[src/pkg/ext_bus_pkg.sv]
package ext_bus_pkg;

  // Register map
  localparam logic [7:0] CONFIG_OFFSET     = 8'h00;
  localparam int         ADDR_WIDTH        = 8;
  localparam int         DATA_WIDTH        = 32;

  // Field positions in ext_interface_config_two
  localparam int         FILL_LSB          = 6;
  localparam int         FILL_MSB          = 7;
  localparam int         MODE_BIT          = 8;
  localparam int         INHIBIT_BIT       = 9;
  localparam int         REQUEST_SEEN_BIT  = 10;
  localparam int         GRANT_SEEN_BIT    = 11;

  // Values after reset, and the full fill level
  localparam logic       INHIBIT_RESET     = 1'b0;
  localparam logic       MODE_RESET        = 1'b0;
  localparam logic       REQUEST_IDLE_N    = 1'b1;
  localparam logic [1:0] FILL_EMPTY        = 2'h0;
  localparam logic [1:0] FILL_FULL         = 2'h3;

  // Cycles between a queue change and the reported level
  localparam int         FILL_LAG          = 2;

  typedef enum logic [1:0] {
    ARB_OWN     = 2'h1,
    ARB_GRANTED = 2'h2
  } arb_state_type;

endpackage

[src/pkg/queue_level_if.sv]
`timescale 1ns/1ps
interface queue_level_if;
  logic       push;
  logic       pop;
  logic       accept;
  logic [1:0] fill;

  modport owner (
    output push,
    output pop,
    input  accept,
    input  fill
  );

  modport level (
    input  push,
    input  pop,
    output accept,
    output fill
  );
endinterface

[src/rtl/request_sync.sv]
`timescale 1ns/1ps
module request_sync (
  input  wire logic clock,
  input  wire logic reset_n,
  input  wire logic async_in_n,
  output logic      sync_out_n
);

  typedef struct packed {
    logic meta;
    logic stable;
  } sync_state_type;

  sync_state_type state_reg;
  sync_state_type state_next;

  always_comb begin
    state_next.meta   = async_in_n;
    state_next.stable = state_reg.meta;
  end

  always_ff @(posedge clock or negedge reset_n) begin
    if (!reset_n) begin
      state_reg <= {ext_bus_pkg::REQUEST_IDLE_N, ext_bus_pkg::REQUEST_IDLE_N};
    end else begin
      state_reg <= state_next;
    end
  end

  assign sync_out_n = state_reg.stable;
endmodule

[src/rtl/write_queue_level.sv]
`timescale 1ns/1ps
module write_queue_level (
  input  wire logic   clock,
  input  wire logic   reset_n,
  queue_level_if.level q
);

  typedef struct packed {
    logic [1:0]                               count;
    logic [ext_bus_pkg::FILL_LAG-1:0][1:0]    lag;
  } level_state_type;

  level_state_type state_reg;
  level_state_type state_next;
  logic            push_ok;

  // Full queue refuses a push unless an entry leaves in the same cycle
  assign push_ok = q.push && (q.accept);
  assign q.accept = (state_reg.count != ext_bus_pkg::FILL_FULL) || q.pop;

  always_comb begin
    state_next = state_reg;
    // Any write width occupies one entry
    if (push_ok && !(q.pop && state_reg.count != ext_bus_pkg::FILL_EMPTY)) begin
      state_next.count = state_reg.count + 2'h1;
    end else if (!push_ok && q.pop &&
                 state_reg.count != ext_bus_pkg::FILL_EMPTY) begin
      state_next.count = state_reg.count - 2'h1;
    end
    // Reported level trails the count on purpose
    state_next.lag = {state_reg.lag[ext_bus_pkg::FILL_LAG-2:0],
                      state_reg.count};
  end

  always_ff @(posedge clock or negedge reset_n) begin
    if (!reset_n) begin
      state_reg <= '0;
    end else begin
      state_reg <= state_next;
    end
  end

  assign q.fill = state_reg.lag[ext_bus_pkg::FILL_LAG-1];
endmodule

[src/rtl/ext_bus_grant_and_mode_ctrl.sv]
// The plain strobed port and the placing of the registers were decided locally.
`timescale 1ns/1ps
// Function
// Two-bit read-only fill level: 00 empty, up to three waiting writes.
// Each waiting write, of any width, counts as one entry.
// Reported fill may trail the queue contents by a few cycles.
// Mode bit 8 is loaded from the boot mode pin at reset.
// Software writes the mode bit; the mode output pin follows it.
// Mode 1 enables top external zone, disables boot ROM; 0 the reverse.
// After reset the boot mode pin is ignored; only writes change mode.
// Outside master bus_request_seen request low for as long as it needs the bus.
// Inhibit bit 9 low: a low request is granted automatically.
// Inhibit bit high: no grant, grant output stays high.
// Setting inhibit while granted releases grant and drives the bus again.
// Inhibit bit clears to zero on reset.
// Request low during reset: bus released, grant driven low.
// Core keeps running from internal memory while the bus is granted.
// Core external access while granted gets not-ready until request ends.
// Read-only bit 10 shows the request input level.
// Read-only bit 11 shows the grant output level.
// Software changes queue depth only while the fill level shows empty.
// Request input passes a two-stage synchroniser before use.
module ext_bus_grant_and_mode_ctrl (
  input  wire logic        clock,
  input  wire logic        reset_n,
  input  wire logic [7:0]  reg_addr,
  input  wire logic [31:0] reg_wdata,
  input  wire logic        reg_write,
  input  wire logic        reg_read,
  output logic      [31:0] reg_rdata,
  input  wire logic        boot_mode_pin,
  output logic             processor_mode_select,
  output logic             zone_top_enable,
  output logic             boot_rom_enable,
  input  wire logic        bus_request_in_n,
  output logic             bus_grant_out_n,
  output logic             ext_bus_drive_en,
  input  wire logic        write_enter,
  output logic             write_enter_ready,
  input  wire logic        write_leave,
  input  wire logic        core_ext_req,
  output logic             core_ext_ready
);

  ////////////////////////////////////////////////////////////////////////////

  typedef struct packed {
    ext_bus_pkg::arb_state_type arb;
    logic                       mode;
    logic                       inhibit;
    logic                       strap_pending;
    logic [31:0]                rdata;
  } ctrl_state_type;

  ctrl_state_type state_reg;
  ctrl_state_type state_next;

  logic           request_sync_n;
  logic           config_hit;
  logic           config_write;
  logic           config_read;
  logic           granted;

  queue_level_if  queue_bus ();

  ////////////////////////////////////////////////////////////////////////////
  // Helpers

  function automatic logic is_config(input logic [7:0] addr);
    is_config = (addr == ext_bus_pkg::CONFIG_OFFSET);
  endfunction

  function automatic logic [31:0] config_image(
    input logic [1:0] fill,
    input logic       mode,
    input logic       inhibit,
    input logic       request_n,
    input logic       grant_n
  );
    logic [31:0] image;
    image = 32'h0000_0000;
    image[ext_bus_pkg::FILL_MSB:ext_bus_pkg::FILL_LSB] = fill;
    image[ext_bus_pkg::MODE_BIT]         = mode;
    image[ext_bus_pkg::INHIBIT_BIT]      = inhibit;
    image[ext_bus_pkg::REQUEST_SEEN_BIT] = request_n;
    image[ext_bus_pkg::GRANT_SEEN_BIT]   = grant_n;
    config_image = image;
  endfunction

  ////////////////////////////////////////////////////////////////////////////
  // Submodules

  request_sync u_request_sync (
    .clock      (clock),
    .reset_n    (reset_n),
    .async_in_n (bus_request_in_n),
    .sync_out_n (request_sync_n)
  );

  write_queue_level u_write_queue_level (
    .clock   (clock),
    .reset_n (reset_n),
    .q       (queue_bus.level)
  );

  assign queue_bus.push    = write_enter;
  assign queue_bus.pop     = write_leave;
  assign write_enter_ready = queue_bus.accept;

  ////////////////////////////////////////////////////////////////////////////
  // Register decode

  assign config_hit   = is_config(reg_addr);
  assign config_write = reg_write && config_hit;
  assign config_read  = reg_read && config_hit;

  ////////////////////////////////////////////////////////////////////////////
  // Next state

  always_comb begin
    state_next = state_reg;
    state_next.strap_pending = 1'b0;
    state_next.rdata = 32'h0000_0000;

    // Strap caught at the first edge after release, never later
    if (state_reg.strap_pending) begin
      state_next.mode = boot_mode_pin;
    end

    // A write in the strap cycle still wins over the pin
    if (config_write) begin
      state_next.mode    = reg_wdata[ext_bus_pkg::MODE_BIT];
      state_next.inhibit = reg_wdata[ext_bus_pkg::INHIBIT_BIT];
    end

    // Inhibit takes effect at the same edge as its write
    case (state_reg.arb)
      ext_bus_pkg::ARB_OWN: begin
        if (!request_sync_n && !state_next.inhibit) begin
          state_next.arb = ext_bus_pkg::ARB_GRANTED;
        end
      end
      ext_bus_pkg::ARB_GRANTED: begin
        // Master keeps request low while it owns the bus
        if (request_sync_n || state_next.inhibit) begin
          state_next.arb = ext_bus_pkg::ARB_OWN;
        end
      end
      default: begin
        state_next.arb = ext_bus_pkg::ARB_OWN;
      end
    endcase

    // Synchronised request level in bit 10, live grant output in bit 11
    if (config_read) begin
      state_next.rdata = config_image(queue_bus.fill, state_reg.mode,
                                      state_reg.inhibit, request_sync_n,
                                      bus_grant_out_n);
    end
  end

  ////////////////////////////////////////////////////////////////////////////
  // State register

  always_ff @(posedge clock or negedge reset_n) begin
    if (!reset_n) begin
      state_reg.arb           <= ext_bus_pkg::ARB_OWN;
      state_reg.mode          <= ext_bus_pkg::MODE_RESET;
      state_reg.inhibit       <= ext_bus_pkg::INHIBIT_RESET;
      state_reg.strap_pending <= 1'b1;
      state_reg.rdata         <= 32'h0000_0000;
    end else begin
      state_reg <= state_next;
    end
  end

  ////////////////////////////////////////////////////////////////////////////
  // Outputs

  assign granted = (state_reg.arb == ext_bus_pkg::ARB_GRANTED);

  // During reset the grant follows the pin directly; no clock is assumed
  always_comb begin
    if (!reset_n) begin
      bus_grant_out_n = bus_request_in_n;
    end else begin
      bus_grant_out_n = !granted;
    end
  end

  // Bus and strobes float exactly while the grant is low
  assign ext_bus_drive_en = bus_grant_out_n;

  // Only external accesses stall; internal fetches never see this
  assign core_ext_ready = bus_grant_out_n;

  assign processor_mode_select = state_reg.mode;
  assign zone_top_enable       = state_reg.mode;
  assign boot_rom_enable       = !state_reg.mode;
  assign reg_rdata             = state_reg.rdata;
endmodule

[config.mk]
export PLATFORM = sky130hd
export DESIGN_NAME = ext_bus_grant_and_mode_ctrl
export DESIGN_NICKNAME = d
export VERILOG_FILES = /design/src/pkg/ext_bus_pkg.sv /design/src/pkg/queue_level_if.sv /design/src/rtl/request_sync.sv /design/src/rtl/write_queue_level.sv /design/src/rtl/ext_bus_grant_and_mode_ctrl.sv
export SDC_FILE = /design/constraint.sdc
export NUM_CORES = 1
export LEC_CHECK = 0
export BUFFER_PORTS_ARGS = -buffer_cell sky130_fd_sc_hd__buf_2
export CORE_ASPECT_RATIO = 1.5
export CORE_MARGIN = 1.5
export CORE_UTILIZATION = 37
export CTS_BUF_LIST = sky130_fd_sc_hd__clkbuf_16
export DETAILED_ROUTE_END_ITERATION = 12
export PLACE_DENSITY = 0.86
export SETUP_SLACK_MARGIN = 0.5
export SLEW_MARGIN = 15
export SYNTH_ARGS = -nofsm -noshare
export SYNTH_HDL_FRONTEND = slang
export SYNTH_SLANG_ARGS = --single-unit
[constraint.sdc]
create_clock -name clock -period 1.33 [get_ports clock]
set_input_delay 0.0665 -clock clock [delete_from_list [all_inputs] [get_ports clock]]
set_output_delay 0.0665 -clock clock [all_outputs]
set_load 0.01 [all_outputs]
# Word-level counts from Yosys, hierarchy flattened
# Index checks and enable logic that the tools add are counted.
# Widths: inputs -> output; s select.
# word_totals
output_inout_bits	39
regBits	45
# op_classes
n_reduce_logical	21
mux	9
n_addsub	2
eq_ne	5
# ops
cell	count
$mux 12	1
$mux 2	5
$logic_and 1x1->1	8
$logic_not 8->1	1
$logic_not 1->1	6
$reduce_bool 2->1	3
$ne 2x2->1 const B	2
$pmux 2 s2	1
$add 2x1->2 const B	1
$eq 2x1->1 const B	1
$eq 2x2->1 const B	1
$logic_or 1x1->1	2
$mux 1	2
$ne 2x1->1 const B	1
$reduce_and 2->1	1
$sub 2x1->2 const B	1

# Logic depth before layout (Yosys ltp)
# Gate-level depths: netlist of the first run.
# logic_depth
depth_word	8
depth_mapped	3

# Hierarchy
# Synthesis of the first run repeated with hierarchy kept, for this count alone.
# hier_totals
hier_cells	94
hier_area_um2	992.2
# modules_own_cells
mod	n_inst	cells_per_inst	area_each_um2	seq_area_each_um2
ext_bus_grant_and_mode_ctrl	1	75	730.7	277.8
write_queue_level	1	17	209.0	150.1
request_sync	1	2	52.6	52.6

# Worst setup path before layout of the first run
# OpenSTA, ideal clock, no wires.
# synth_timing
path_type	reg-to-output
start	register state_reg[35] (netlist bit)
end	output core_ext_ready
t_arrival_ns	1.056
n_path_buf	1
path_stages_with_launch	4
setup_slack_ns	0.207
cell_sequence	dfstp_2 inv_1 a31oi_1 buf_4
# synth_via
elab_chain_cells	3
# synth_rtl
element	line	source
from (decl)	ext_bus_grant_and_mode_ctrl.sv:55	ctrl_state_type state_reg;
from (signal assigned)	ext_bus_grant_and_mode_ctrl.sv:173	state_reg <= state_next;
$eq 2x2->1	ext_bus_grant_and_mode_ctrl.sv:180	assign granted = (state_reg.arb == ext_bus_pkg::ARB_GRANTED);
$logic_not 1->1	ext_bus_grant_and_mode_ctrl.sv:187	bus_grant_out_n = !granted;
$mux 1	ext_bus_grant_and_mode_ctrl.sv:184	if (!reset_n) begin
to (decl)	ext_bus_grant_and_mode_ctrl.sv:42	output logic core_ext_ready
# No other way between the ends.

# Worst setup path after layout of the first run
# layout_timing
start	register state_reg[35] (netlist bit)
end	output bus_grant_out_n
# layout_via
elab_chain_cells	3
# layout_rtl
element	line	source
$eq 2x2->1	ext_bus_grant_and_mode_ctrl.sv:180	
$logic_not 1->1	ext_bus_grant_and_mode_ctrl.sv:187	
$mux 1	ext_bus_grant_and_mode_ctrl.sv:184	
to (decl)	ext_bus_grant_and_mode_ctrl.sv:36	output logic bus_grant_out_n,
# No other way between the ends.

==> results.cfg, run 1 <==
[pwr]
clkPwrFrac_pct = 32.7
vdd_drop_max_mv = 0.755
power_density_mw_per_mm2 = 1440
p_leak_nw = 0.653
intPower_w = 0.00133
power_frac_seq_pct = 43.4
p_sw_share_pct = 27.4
p_sw_w = 0.000502
total_power_w = 0.00184
power_frac_comb_pct = 23.9

[yosys]
synth.most_common_cell = buf_4
yosys_most_used_dff = dfrtp_1
yosys.area.top_type = dfrtp_1
synth.area.top_cells = dfrtp_1 38%, buf_4 26%, dfstp_2 11%
synth_compound_area_share_pct = 5.67
ys_warn_count = 0
syn_area_per_cell_um2 = 10.6
synth_fa_ha_area_share_pct = 0
synth-edff-count = 0
synth-xor-area-share_pct = 1.76
syn_area_um2 = 993
syn_inst = 94
yosys_register_bits = 19
async_reset_ff_share_pct = 100
netlist-cell-type-count = 23
synthSimpleGateAreaFrac_pct = 14.9
yosys.area.top_type_share_pct = 37.8
ys_top_cells_by_count = 35 x buf_4, 15 x dfrtp_1, 8 x and2_1
synth_seq_area_share_pct = 48.4
synthMuxAreaShare_pct = 1.01
synth_top_family_by_area = buffers and inverters

[routing]
post_drt_wl_per_cell_um = 10.0
drt-pass1-iter-count = 4
num_vias = 660
drt-total-wl_um = 1620
antenna_left = 0
drc_errors = 0
drt_iter0_drc = 9
via_per_inst = 4.10

[clocking]
root_buffer = clkbuf_16
holdBufCountCts = 2
cts_buffer_depth = 2
path_clk_slew_ns = 0.05
cts_buffers = 3
cts_max_level = 1
numClockSinks = 19
worstSkewPairLatency_ns = 0.25
cts_tree = yes

[placed_design]
dpl.hpwl_um = 1200
place.gp.congestion = 0.748
port_buffers = 30
post-place-ws_ns = 0.102

[worst_setup_path]
arrival_ns = 1.14
required_ns = 1.26
slowest_stage = dfstp_2
rrSetupSlack_ns = 0.27
worst_path_largest_cell_delay_ns = 0.54
crit_path_max_fanout = 4
worst_setup_path_end_kind = output port
r2r-start = state_reg[35]
critPathKind = register to output port
crit_chain = inv_2 > a31oi_4 > buf_2
reg2reg_depth = 3
r2r-end = state_reg[36]
startpoint_type = register

[outcome]
violations = hold timing
status = complete, but fails checks

[timing]
hold_ws_ns = -0.0594
min_period_ns = 1.21
tns_ns = 0
rsz0062_at_grt = yes
skew_ns = 0.00140
finalHoldViolCount = 3
timing.fmax_mhz = 827
post-route-period-util_pct = 90.9
setup_ws_ns = 0.121
slew_viol_final = 0
setup_viol = 0

[grt]
grt_usage_pct = 11.9
overflow = 0
grt_pass1_wl_um = 2510
antenna_found_initial = 0
grt_pass1_vias = 597
grt_max_degree = 13

[final_layout]
drive_above_1_share_pct = 44.0
nNetsFinal = 175
synthToLayoutAreaGrowth_pct = 28.6
largest_register_ffs = 6
antenna-diode-count = 0
nFillCells = 238

[floorplanning]
die_h_um = 66.5
fp.dieArea_mm2 = 0.00301
fp-row-count = 22
fp.coreArea_mm2 = 0.00250
io_pins = 88
start_util_pct = 39.7
die_width_um = 45.3

[run]
drv_cap = 0

[worst_hold_path]
hp-class = input port to async pin
-- per-layer routing --
layer,up-vias,GRT usage [%],routed length [µm]
met1,316,12.3,507
met4,0,5.51,28
met5,-,0,0
li1,306,-,-
met3,2,5.15,144
met2,36,19.8,936
-- critical path, delay by kind of cell, from the launching register on --
kind | cells | cell delay (ns)
flops | 1 | 0.54
buf+inv | 2 | 0.21
compound gates | 1 | 0.14
-- cell usage in the layout (no fill, tap or decap), types with 2 or more instances in the layout --
master and n:
buf_6 6, a21oi_2 2, inv_1 4, dfrtp_1 15, clkbuf_16 3, buf_4 2
buf_2 26, conb_1 27, nor4_4 3, and2_1 8, nand3_1 3, nor2_1 2
dfstp_2 4, or4_4 2, nand2_1 3
-- power by group through the flow --
stage	clock network [W]	registers (W)	logic [W]
floorplan	0	0.000804	0.000271
global placement	0	0.000813	0.000286
detailed placement	0	0.000830	0.000300
CTS	0.000611	0.000794	0.000384
global route	0.000636	0.000813	0.000484
finish	0.000600	0.000797	0.000439
-- area by class of cell --
cell class	count	area, µm²	area share [%]
clock buffers	3	75.1	5.88
flip-flops and latches	19	480	37.6
repair buffers	36	235	18.4
inverters	4	15.0	1.18
well taps	36	45.0	3.53
clock inverters	1	3.75	0.294
multi-input cells	62	423	33.1
-- metrics by stage --
step	utilization, %	instances	area (µm²)
after CTS	48.5	160	1210
after floorplan	-	120	1150
after detailed placement	43.4	152	1090
after global routing	51.0	161	1280
final	51.0	161	1280
after global placement	43.4	152	1090
-- cell families after synthesis --
family                 count (synthesis)
other                                  1
AND/OR/NAND/NOR                       25
multiplexers                           1
XOR/XNOR                               2
flip-flops                            19
buffers and inverters                 39
AO/OA/AOI/OAI                          7
-- worst max path at each step --
stage | depth (start not counted) | startpoint | end
6_report | 3 | state_reg[35] | bus_grant_out_n
5_1_grt | 3 | state_reg[35] | bus_grant_out_n
4_1_cts | 3 | state_reg[35] | bus_grant_out_n
3_5_place_dp | 4 | reg_addr[5] | state_reg[36]
3_3_place_gp | 4 | reg_addr[5] | state_reg[36]
2_1_floorplan | 3 | reg_addr[5] | state_reg[36]
-- repair_timing --
item,CTS,global route
setup endpoints to repair,13,31
setup buffers,2,1
hold endpoints to repair,20,3
gates resized for setup,3,14
pin swaps,8,6
cloned,0,0
Note: power is estimated with default switching activity, not from simulation.
==> run 2: changes to the inputs <==
--- a/config.mk
+++ b/config.mk
@@ -12,7 +12,7 @@
 export CTS_BUF_LIST = sky130_fd_sc_hd__clkbuf_16
 export DETAILED_ROUTE_END_ITERATION = 12
 export PLACE_DENSITY = 0.86
-export SETUP_SLACK_MARGIN = 0.5
+export SETUP_SLACK_MARGIN = 0.05
 export SLEW_MARGIN = 15
 export SYNTH_ARGS = -nofsm -noshare
 export SYNTH_HDL_FRONTEND = slang
==> results.cfg, run 2 (same netlist as run 1, synthesis figures left out) <==
[outcome]
status = finished clean

[worst_setup_path]
crit_path_max_fanout = 4
r2r-end = u_write_queue_level.state_next[0]
required_ns = 1.26
rrSetupSlack_ns = 0.13
cp-startpoint = state_reg[35]
worst_path_largest_cell_delay_ns = 0.53
crit_chain = inv_1 > a31oi_4 > buf_2
startpoint_type = register
cp-endpoint = core_ext_ready
arrival_ns = 1.15
r2r-start = u_write_queue_level.state_next[1]
worst_setup_path_end_kind = output port
slowest_stage = dfstp_2
reg2reg_depth = 3
critPathKind = register to output port

[clocking]
numClockSinks = 19
worstSkewPairLatency_ns = 0.25
cts_buffer_depth = 2
root_buffer = clkbuf_16
cts_buffers = 3
path_clk_slew_ns = 0.05
cts_max_level = 1
cts_tree = yes

[timing]
min_period_ns = 1.21
timing.fmax_mhz = 825
tns_ns = 0
setup_viol = 0
setup_ws_ns = 0.118
slew_viol_final = 0
skew_ns = 0.00303
finalHoldViolCount = 0
rsz0062_at_grt = no
post-route-period-util_pct = 91.1

[run]
drv_cap = 0

[floorplanning]
io_pins = 88
die_width_um = 45.3
die_h_um = 66.5
start_util_pct = 39.7
fp.dieArea_mm2 = 0.00301
fp-row-count = 22
fp.coreArea_mm2 = 0.00250

[routing]
post_drt_wl_per_cell_um = 9.66
num_vias = 644
drc_errors = 0
drt-pass1-iter-count = 2
via_per_inst = 4.03
antenna_left = 0
drt_iter0_drc = 6
drt-total-wl_um = 1550

[placed_design]
port_buffers = 30
dp_cells = 154
post-place-ws_ns = 0.0982
dpl.hpwl_um = 1270
place.gp.congestion = 0.686

[worst_hold_path]
hold_start = reg_wdata[8]
hp-class = input port to register

[pwr]
p_leak_nw = 0.618
power_density_mw_per_mm2 = 1460
vdd_drop_max_mv = 1.05

[final_layout]
layout_common_cells = 30 x buf_2, 27 x conb_1, 15 x dfrtp_1, 8 x and2_1
fin_cells = 160
nNetsFinal = 174
largest_register_ffs = 6
antenna-diode-count = 0
layout_commonest_cell = buf_2
drive_above_1_share_pct = 36.3
synthToLayoutAreaGrowth_pct = 16.9

[grt]
grt_pass1_wl_um = 2380
grt_pass1_vias = 605
grt_usage_pct = 11.0
overflow = 0
antenna_found_initial = 0
grt_max_degree = 15
## run 2: worst min path at each step
stage / cells after the start / slack (ns) / endpoint
final: 3 / 0.08 / processor_mode_select
after global routing: 3 / 0.09 / processor_mode_select
after CTS: 3 / 0.07 / processor_mode_select
after detailed placement: 1 / -0.09 / state_reg[36]
after global placement: 1 / -0.1 / state_reg[36]
after floorplan: 0 / -0.23 / processor_mode_select
## run 2: what timing repair did
item / in CTS / in global routing
endpoints found under the setup margin: 3 / 3
hold buffers: 2 / 0
gates cloned: 0 / 0
gates resized for setup: 1 / 1
hold endpoints to repair: 18 / 0
setup buffers: 0 / 0
## run 2: worst max-delay path: cells and delay by family, from the launching register on
kind,cells,cell delay [ns]
flops,1,0.53
buf+inv,2,0.22
compound gates,1,0.15
## run 2: cell type report
cell class	instances	area (µm²)
Tap cell	36	45.0
Clock inverter	1	5.00
Sequential cell	19	480
Multi-Input combinational cell	62	348
Clock buffer	3	75.1
Timing Repair Buffer	35	193
Fill cell	246	1340
Inverter	4	15.0
## run 2: report_power, final
group	total (W)	internal, W	switching [W]
clock network	0.000599	0.000402	0.000197
logic	0.000287	0.000125	0.000162
registers	0.000805	0.000720	0.0000845
## run 2: stage by stage
step	hold WS, ns	power, W	area (µm²)	util (%)
final	0.0763	0.00169	1160	46.4
after global routing	0.0902	0.00178	1160	46.4
after CTS	0.0716	0.00169	1150	46.0
after detailed placement	-0.0901	0.00108	1050	41.8
after global placement	-0.0987	0.00105	1050	41.8
after floorplan	-0.229	0.00103	1090	-
## run 2: layer usage
metal	global-route usage (%)	share of wire, %
met3	5.15	9.6
met5	0	0
met1	9.91	36
met2	21.1	54
met4	2.21	0
==> run 3: changes to the inputs <==
--- a/config.mk
+++ b/config.mk
@@ -6,12 +6,12 @@
 export NUM_CORES = 1
 export LEC_CHECK = 0
 export BUFFER_PORTS_ARGS = -buffer_cell sky130_fd_sc_hd__buf_2
-export CORE_ASPECT_RATIO = 1.5
+export CORE_ASPECT_RATIO = 1.75
 export CORE_MARGIN = 1.5
 export CORE_UTILIZATION = 37
 export CTS_BUF_LIST = sky130_fd_sc_hd__clkbuf_16
 export DETAILED_ROUTE_END_ITERATION = 12
-export PLACE_DENSITY = 0.86
+export PLACE_DENSITY = 0.75
 export SETUP_SLACK_MARGIN = 0.05
 export SLEW_MARGIN = 15
 export SYNTH_ARGS = -nofsm -noshare
==> results.cfg, run 3 (same netlist as run 1, synthesis figures left out) <==
[routing]
drt_iter0_drc = 5
drc_errors = 0
drt-total-wl_um = 1560
post_drt_wl_per_cell_um = 10.4
via_per_inst = 4.35
num_vias = 652
drt-pass1-iter-count = 3
antenna_left = 0

[floorplanning]
fp-row-count = 24
start_util_pct = 39.4
io_pins = 88
fp.dieArea_mm2 = 0.00302
die_h_um = 71.6
fp.coreArea_mm2 = 0.00252
die_width_um = 42.2

[timing]
timing.fmax_mhz = 823
rsz0062_at_grt = no
skew_ns = 0.00102
post-route-period-util_pct = 91.4
slew_viol_final = 0
setup_viol = 0
finalHoldViolCount = 0
hold_ws_ns = 0.111
min_period_ns = 1.22
tns_ns = 0

[outcome]
status = finished clean

[pwr]
total_power_w = 0.00170
vdd_drop_max_mv = 0.759
p_leak_nw = 0.618
power_density_mw_per_mm2 = 1480

[final_layout]
layout_common_cells = 30 x buf_2, 27 x conb_1, 15 x dfrtp_1, 8 x and2_1
largest_register_ffs = 6
antenna-diode-count = 0
drive_above_1_share_pct = 36.3
layout_commonest_cell = buf_2
synthToLayoutAreaGrowth_pct = 15.6
nNetsFinal = 174
fin_cells = 150

[worst_setup_path]
startpoint_type = register
critPathKind = register to output port
reg2reg_depth = 3
r2r-end = u_write_queue_level.state_next[0]
cp-startpoint = state_reg[35]
r2r-start = u_write_queue_level.state_next[1]
crit_path_max_fanout = 4
worst_setup_path_end_kind = output port
arrival_ns = 1.15
rrSetupSlack_ns = 0.12
required_ns = 1.26
cp-endpoint = ext_bus_drive_en

[placed_design]
place.gp.congestion = 0.785
port_buffers = 30
dp_cells = 144
dpl.hpwl_um = 1250

[grt]
grt_max_degree = 20
grt_pass1_vias = 605
grt_usage_pct = 10.8
overflow = 0
grt_pass1_wl_um = 2490
antenna_found_initial = 0

[worst_hold_path]
hp-class = input port to register

[clocking]
worstSkewPairLatency_ns = 0.25
cts_buffers = 3
cts_buffer_depth = 2
cts_setup_buffers = 0
cts_tree = yes
cts_max_level = 1
path_clk_slew_ns = 0.05
numClockSinks = 19
root_buffer = clkbuf_16

[run]
drv_cap = 0
==> run 3: cell counts in the layout (fill, tap and decap cells not counted) <==
Identical to the previous run, type by type.
==> run 3: area by class of cell <==
type                    count  area, µm²
fillers                   257       1370
flip-flops and latches     19        480
multi-input cells          62        348
repair buffers             35        193
clock buffers               3       75.1
well taps                  26       32.5
inverters                   4       15.0
clock inverters             1       5.00
==> run 3: power breakdown <==
group / switching (W) / leakage (nW) / internal (W)
clock: 0.000201 / 0.0409 / 0.000402
combinational: 0.000162 / 0.339 / 0.000125
sequential: 0.0000875 / 0.238 / 0.000720
total: 0.000450 / 0.618 / 0.00125
==> run 3: through the flow <==
step	utilization (%)	cell area (µm²)	setup slack, ns
2_1_floorplan	-	1090	0.207
3_3_place_gp	41.0	1030	0.137
3_5_place_dp	41.0	1030	0.115
4_1_cts	45.2	1140	0.0978
5_1_grt	45.5	1150	0.0615
6_report	45.5	1150	0.114
==> run 3: worst max-delay path: stages (launching register included) <==
cell     delay (ns)
dfstp_2        0.53
inv_1          0.06
a31oi_4        0.15
buf_2          0.16
==> run 3: what timing repair did <==
item / 4_1_cts / 5_1_grt
gates resized for setup: 1 / 1
hold buffers: 2 / 0
pin swaps: 0 / 0
hold endpoints to repair: 16 / 0
cloned: 0 / 0
endpoints found under the setup margin: 3 / 3
==> run 3: worst min-delay path by stage <==
stage                       from               endpoint  slack, ns  cells past startpoint
floorplan                reset_n  processor_mode_select      -0.23                      0
global placement         reset_n           reg_rdata[8]       0.07                      2
detailed placement       reset_n          state_reg[33]       0.08                      2
CTS                 reg_wdata[8]  processor_mode_select       0.11                      3
global route           reg_write  processor_mode_select       0.12                      3
finish              reg_wdata[8]  processor_mode_select       0.11                      3
==> run 3: layer usage <==
layer / wire length [µm] / global-route usage, %
met1: 539 / 10.6
met2: 895 / 20.0
met3: 109 / 2.52
met5: 0 / 0
met4: 19 / 6.25
